**src/hdl/wdtr_pkg.sv**
```systemverilog
// Package for the watchdog timeout/reset block: field widths, codes and timing counts.
// Assumes a single 40 MHz system clock and a synchronous active-high reset.
package wdtr_pkg;

    // Main counter covers the longest interval, 2^24 cycles
    localparam int WDTR_CNT_W = 24;
    localparam int WDTR_SEL_W = 2;

    // Interval exponents for each select code
    localparam int WDTR_EXP_SEL0 = 15;
    localparam int WDTR_EXP_SEL1 = 18;
    localparam int WDTR_EXP_SEL2 = 21;
    localparam int WDTR_EXP_SEL3 = 24;

    // Select codes
    localparam logic [1:0] WDTR_SEL_15 = 2'h0;
    localparam logic [1:0] WDTR_SEL_18 = 2'h1;
    localparam logic [1:0] WDTR_SEL_21 = 2'h2;
    localparam logic [1:0] WDTR_SEL_24 = 2'h3;

    // Window from interrupt timeout to reset timeout, in system clocks
    localparam int WDTR_WIN_W = 10;
    localparam logic [9:0] WDTR_RST_WINDOW = 10'h200;

    // Reset values
    localparam logic [23:0] WDTR_CNT_RST = 24'h000000;
    localparam logic [9:0] WDTR_WIN_RST = 10'h000;

    // Control inputs from software
    typedef struct packed {
        logic enable;
        logic restart;
        logic irq_enable;
        logic irq_clear;
        logic [1:0] timeout_select;
    } wdtr_ctrl_t;

    // Status outputs
    typedef struct packed {
        logic irq_flag;
        logic window_open;
        logic sys_reset;
    } wdtr_stat_t;

    typedef enum logic [1:0] {
        WDTR_COUNT,
        WDTR_WINDOW,
        WDTR_FIRE
    } wdtr_state_t;

endpackage

```
**src/hdl/wdtr_expire.sv**
```systemverilog
// Interval decode: flags the terminal count of the selected watchdog interval.
// Assumes the count starts at zero on every restart.
`timescale 1ns/10ps
`default_nettype none
module wdtr_expire (
    input wire logic clock,
    input wire logic rst,
    input wire logic [1:0] timeout_select,
    input wire logic [23:0] count,
    output logic expire
);
    import wdtr_pkg::*;

    // Terminal value per select code, 2^n - 1
    wire logic [23:0] term_value;
    assign term_value = (timeout_select == WDTR_SEL_15) ? 24'((1 << WDTR_EXP_SEL0) - 1) :
                        (timeout_select == WDTR_SEL_18) ? 24'((1 << WDTR_EXP_SEL1) - 1) :
                        (timeout_select == WDTR_SEL_21) ? 24'((1 << WDTR_EXP_SEL2) - 1) :
                        24'((1 << WDTR_EXP_SEL3) - 1);

    wire logic hit;
    assign hit = (count == term_value);

    // Registered one-cycle pulse on terminal count
    always_ff @(posedge clock) begin
        if (rst) begin
            expire <= 1'b0;
        end else begin
            expire <= hit;
        end
    end
endmodule
`default_nettype wire

```
**src/hdl/wdtr_top.sv**
```systemverilog
// Watchdog timer with interval interrupt and delayed system reset.
// Assumes software drives the control struct synchronously on the same clock.
// Behaviour
// - Free-running counter; timely restarts prevent any interrupt or reset.
// - Interrupt interval selectable from 2^15 to 2^24 system clocks.
// - Interval expiry sets interrupt request only when interrupt enable is set.
// - Reset timeout comes exactly 512 clocks after the interrupt timeout.
// - No restart within the window gives a full system reset at its end.
// - Two-bit select picks divisor 2^15, 2^18, 2^21 or 2^24.
`timescale 1ns/10ps
`default_nettype none
module wdtr_top (
    input wire logic clock,
    input wire logic rst,
    input wire wdtr_pkg::wdtr_ctrl_t ctrl,
    output wdtr_pkg::wdtr_stat_t stat,
    output logic irq,
    output logic sys_reset
);
    import wdtr_pkg::*;

    logic [23:0] count_r;
    logic [23:0] count_nxt;
    logic [9:0] win_r;
    logic [9:0] win_nxt;
    wdtr_state_t state_r;
    wdtr_state_t state_nxt;
    logic flag_r;
    logic irq_r;
    logic rst_out_r;
    logic stop_q_r;
    logic expire;

    // Terminal count detect for the selected interval
    wdtr_expire u_expire (
        .clock(clock),
        .rst(rst),
        .timeout_select(ctrl.timeout_select),
        .count(count_r),
        .expire(expire)
    );

    // Software restart, taken straight from the control struct
    wire logic restart_w;
    assign restart_w = ctrl.restart;

    // Anything that puts the count back to zero this cycle
    wire logic stop_w;
    assign stop_w = restart_w || !ctrl.enable;

    // Expiry pulse trails the count by one cycle; a clear just taken makes it stale
    wire logic stale_w;
    assign stale_w = stop_q_r;

    // Expiry that still counts: not stale and not stopped now
    wire logic expire_ok;
    assign expire_ok = expire && !stale_w && !stop_w;

    // State decodes
    wire logic in_count;
    assign in_count = (state_r == WDTR_COUNT);
    wire logic in_window;
    assign in_window = (state_r == WDTR_WINDOW);

    // Last cycle of the reset window, 511 cycles after it opened
    wire logic win_done;
    assign win_done = in_window && (win_r == WDTR_RST_WINDOW - 10'h001);

    // Interval expiry that opens the window and sets the flag
    wire logic irq_set;
    assign irq_set = expire_ok && in_count;

    // Window ran out with no restart: system reset
    wire logic fire_w;
    assign fire_w = win_done && !stop_w;

    // Sticky flag next value; a set in the clear cycle wins
    wire logic flag_nxt;
    assign flag_nxt = irq_set || (flag_r && !ctrl.irq_clear);

    // Interrupt request gated by its enable
    wire logic irq_nxt;
    assign irq_nxt = flag_nxt && ctrl.irq_enable;

    // Window indication follows the next state
    wire logic window_nxt;
    assign window_nxt = (state_nxt == WDTR_WINDOW);

    // Status word for the output register; flag mirrors the sticky flag exactly
    wire wdtr_stat_t stat_nxt;
    assign stat_nxt = {flag_nxt, window_nxt, fire_w};

    // Next count: free running, cleared by restart
    always_comb begin
        count_nxt = count_r + 24'h000001;
        if (restart_w || !ctrl.enable) begin
            count_nxt = WDTR_CNT_RST;
        end
    end

    // Sequence of interval, reset window and reset pulse
    always_comb begin
        state_nxt = state_r;
        win_nxt = win_r;
        case (state_r)
            WDTR_COUNT: begin
                win_nxt = WDTR_WIN_RST;
                if (irq_set) begin
                    state_nxt = WDTR_WINDOW;
                end
            end
            WDTR_WINDOW: begin
                win_nxt = win_r + 10'h001;
                if (restart_w || !ctrl.enable) begin
                    state_nxt = WDTR_COUNT;
                end else if (win_done) begin
                    state_nxt = WDTR_FIRE;
                end
            end
            WDTR_FIRE: begin
                state_nxt = WDTR_COUNT;
                win_nxt = WDTR_WIN_RST;
            end
            default: begin
                state_nxt = WDTR_COUNT;
                win_nxt = WDTR_WIN_RST;
            end
        endcase
    end

    // Interval count
    always_ff @(posedge clock) begin
        if (rst) begin
            count_r <= WDTR_CNT_RST;
        end else begin
            count_r <= count_nxt;
        end
    end

    // Reset window count
    always_ff @(posedge clock) begin
        if (rst) begin
            win_r <= WDTR_WIN_RST;
        end else begin
            win_r <= win_nxt;
        end
    end

    // Sequence state
    always_ff @(posedge clock) begin
        if (rst) begin
            state_r <= WDTR_COUNT;
        end else begin
            state_r <= state_nxt;
        end
    end

    // Remembers a count clear for one cycle, so a trailing expiry is dropped
    always_ff @(posedge clock) begin
        if (rst) begin
            stop_q_r <= 1'b0;
        end else begin
            stop_q_r <= stop_w;
        end
    end

    // Sticky flag: set wins over software clear
    always_ff @(posedge clock) begin
        if (rst) begin
            flag_r <= 1'b0;
        end else begin
            flag_r <= flag_nxt;
        end
    end

    // Interrupt output register
    always_ff @(posedge clock) begin
        if (rst) begin
            irq_r <= 1'b0;
        end else begin
            irq_r <= irq_nxt;
        end
    end

    // System reset output register, one cycle wide
    always_ff @(posedge clock) begin
        if (rst) begin
            rst_out_r <= 1'b0;
        end else begin
            rst_out_r <= fire_w;
        end
    end

    // Status output register
    always_ff @(posedge clock) begin
        if (rst) begin
            stat <= '0;
        end else begin
            stat <= stat_nxt;
        end
    end

    assign irq = irq_r;
    assign sys_reset = rst_out_r;
endmodule
`default_nettype wire
```
**config.mk**
```make
export PLATFORM = sky130hd
export DESIGN_NAME = wdtr_top
export DESIGN_NICKNAME = d
export VERILOG_FILES = /design/src/hdl/wdtr_pkg.sv /design/src/hdl/wdtr_expire.sv /design/src/hdl/wdtr_top.sv
export SDC_FILE = /design/constraint.sdc
export NUM_CORES = 1
export LEC_CHECK = 0
export BUFFER_PORTS_ARGS = -buffer_cell sky130_fd_sc_hd__buf_2
export CAP_MARGIN = 40
export CORE_MARGIN = 2
export CORE_UTILIZATION = 55
export CTS_BUF_LIST = sky130_fd_sc_hd__clkbuf_2 sky130_fd_sc_hd__clkbuf_4 sky130_fd_sc_hd__clkbuf_8
export CTS_CLUSTER_SIZE = 30
export DETAILED_ROUTE_END_ITERATION = 12
export PLACE_DENSITY = 0.8
export SLEW_MARGIN = 10
export SYNTH_ARGS = -nofsm -noshare
export SYNTH_HDL_FRONTEND = slang
export SYNTH_SLANG_ARGS = --single-unit
```
**constraint.sdc**
```tcl
create_clock -name clock -period 1.8 [get_ports clock]
set_input_delay 0.18 -clock clock [delete_from_list [all_inputs] [get_ports clock]]
set_output_delay 0.18 -clock clock [all_outputs]
set_load 0.01 [all_outputs]
```
==> summary.md <==
| Metric | Value |
|---|---|
| M1 GR Usage | between 20% and 30% |
| Detail Route Antenna Nets | 0 |
| Switch share | between 10% and 20% |
| Netlist Area Pre-Place | roughly 0.0018 mm² |
| Pre-CTS WS | 28.6 ps |
| Clock sink count | between 40 and 50 |
| Initial DRC count | between 90 and 100 |
| Placed Area | between 0.002 and 0.0025 mm² |
| Post-synth top cells | dfxtp_1, nor2_1, nand3_1, a21oi_1, nand2_1 |
| Die area | between 0.003 and 0.004 mm² |
| Post-route clock period utilization | between 90% and 100% |
| Initial antenna violation count | 0 |
| Yosys warns | 0 |
| Int Pwr | about 1400 µW |
| Clock Tree Root | clkbuf_4 |
| Core box area | about 0.0033 mm² |
| Nets@finish | ~240 |
| Area delta synth->final | 18.4% |
| Worst Max-Slew Pin Slew | a little over 500 ps |
| Worst skew pair latency | about 360 ps |
| DRC Markers | 0 |
| Sw power | ~340 µW |
| Relative slew margins | approximately 66% |
| Leak Pwr | about 0.00075 µW |
| Cells after Synth | between 200 and 250 |
| First-pass GRT wire length | between 5000 and 6000 µm |
| Final-report hold violation count | 0 |
| Vias/cell | 5.72 |
| Die height | slightly above 60 µm |
| Clk pwr share | 44.8% |
| Final wirelength | 3730 µm |
| Largest net degree at the start of global routing | 24 |
| Final setup vio count | 0 |
| GP Congestion | 0.856 |
| Register area share after synthesis | 45.5% |
| Ports | 13 |
| Clk pin slew, worst setup/hold paths | 120 ps |
| # placed instances | 272 |
| Number of global-route vias before repair | 1,340 |
| Synth async-reset ratio | 0% |
| VDD IR-drop max | about 410 µV |
| Area leader, netlist | dfxtp_1 |
| DR WL/cell | ~13 µm |
| Grt peak-use layer | met2 |
| Overall Global Routing Usage | roughly a fifth |
| CTS Buf Count | 5 |
| Syn Nets | about 220 |
| Vias | roughly 1,600 |
| Hold Path Class | in2reg |
| Critical Path RT | between 2000 and 2500 ps |
| Number of synthesized flops with an enable pin | 0 |
| Port Buf Inserts | 12 |
| Peak Freq | roughly 570 MHz |
| Worst Setup Start Kind | flip-flop |
| Fin area | ~0.0022 mm² |
| Crit-path max FO | 6 |
| CP arrival | 2040 ps |
| Synthesized area per cell | between 8 and 9 µm² |
| Min cycle time layout | ~1700 ps |
| Initial cell density of the core | 56.2% |
| First drt pass iteration count | 4 |
| Clk buf depth | 2 |
| Slew Viols, Final | 0 |
| CTS tree | done |
| Maxcap violations | 0 |
| Worst Clk Skew | 11.3 ps |
| RSZ-0062 raised after global routing | false |
| PwrDens | 803 mW/mm² |
| Crit Path Category | reg2reg |
| Sequential power share | 53.1% |
| Worst hold slack | roughly 21 ps |
| Routing usage on met2 | between 30% and 40% |
| Count leader, synth | dfxtp_1 |
| Synth top area share | between 40 and 50% |
| Rows | 21 |
| Primary FF master, synth | dfxtp_1 |
| Synth area leaders | dfxtp_1, nor2_1, xnor2_1 |
| Netlist cell types | 37 |
| Horiz. Die Dim | around 62 µm |
| Layout cells sized above 1 | approximately 22% |
| M3 GR Usage | 7.87% |
| Grt ovf | 0 |
| Total Neg Setup Slack | 0 ps |
| Crit. End Element | flip-flop |
| Status | finished, final reports clean |
| Finished Layout Cells | between 200 and 300 |
| Hold buffer count at cts | 0 |
| CTS H-Tree Depth | 2 |
| Flops & latches, synth | between 40 and 50 |
| Final worst slack | 52.0 ps |
| Hpwl dp | 2560 µm |
| Antenna diodes | 0 |
| Logic pwr share | 2.0% |
==> what timing repair did <==
item / 4_1_cts / 5_1_grt
endpoints found under the setup margin: 1 / 7
setup buffers: 0 / 1
pin swaps: 0 / 1
resized for setup: 1 / 9
==> final cells by class <==
cell class                      count  area, µm²
Multi-Input combinational cell    153        983
Inverter                            5       18.8
Tap cell                           46       57.6
Fill cell                         262       1100
Clock buffer                        6       51.3
Sequential cell                    42        843
Clock inverter                      2       60.1
Timing Repair Buffer               27        173
==> routing by layer <==
layer  wire (µm)  part of all wire [%]
met3         151                   4.1
met4          51                   1.4
met5           0                     0
met2        1750                    47
met1        1770                    47
==> sequential cells by signal, indices dropped and copies added, names as in the netlist <==
signal / count
irq: 1
stat: 3
count_r: 24
win_r: 10
stale_w: 1
u_expire.expire: 1
state_r: 2
==> through the flow <==
stage | util [%] | total power [µW]
2_1_floorplan | - | 974
3_3_place_gp | 61.9 | 987
3_5_place_dp | 61.9 | 988
4_1_cts | 65.3 | 1770
5_1_grt | 66.6 | 1820
6_report | 66.6 | 1760
==> logic make-up after synthesis <==
logic type / after synthesis / share of synthesized area [%]
AND/OR/NAND/NOR: 103 / 30.6
AO/OA/AOI/OAI: 30 / 10.4
buffers and inverters: 13 / 3.52
adder cells (fa/ha/maj): 2 / 1.35
flip-flops: 42 / 45.5
XOR/XNOR: 18 / 8.54
==> placed cells by master (no fill, tap or decap), drive strengths merged <==
master	instances
o311ai	2
or4b	1
nand2b	1
o2111a	2
a32oi	1
nand4b	2
or3b	1
nand4	10
buf	27
nor4	8
a21oi	12
and3	4
inv	5
or4	4
bufinv	2
xnor2	10
nor2	28
o31ai	4
a2111oi	1
nor3	5
or3	4
and2	3
and4	4
ha	2
clkbuf	6
a41o	1
dfxtp	42
nand3	14
nand2	12
o21ai	7
nor2b	2
xor2	8
==> worst paths after layout <==
check	from	to	cells after the start	slack [ps]
min	ctrl[3]	irq	2	20
max reg2reg	count_r[1]	count_r[22]	5	50
max	count_r[1]	count_r[22]	5	50
min reg2reg	state_r[1]	stat[0]	1	490
==> worst max-delay path: stages (launching register included) <==
cell     delay, ps
dfxtp_2        360
ha_2           180
nand3_2         80
or3_4          410
or4_4          530
a21oi_2        140
==> power groups by stage <==
stage	logic (µW)	clock network, µW	registers, µW
6_report	35.7	788	933
3_5_place_dp	33.9	0	954
3_3_place_gp	33.6	0	954
4_1_cts	34.0	803	933
5_1_grt	39.9	843	934
2_1_floorplan	19.9	0	954
(Power assumes the default switching activity.)
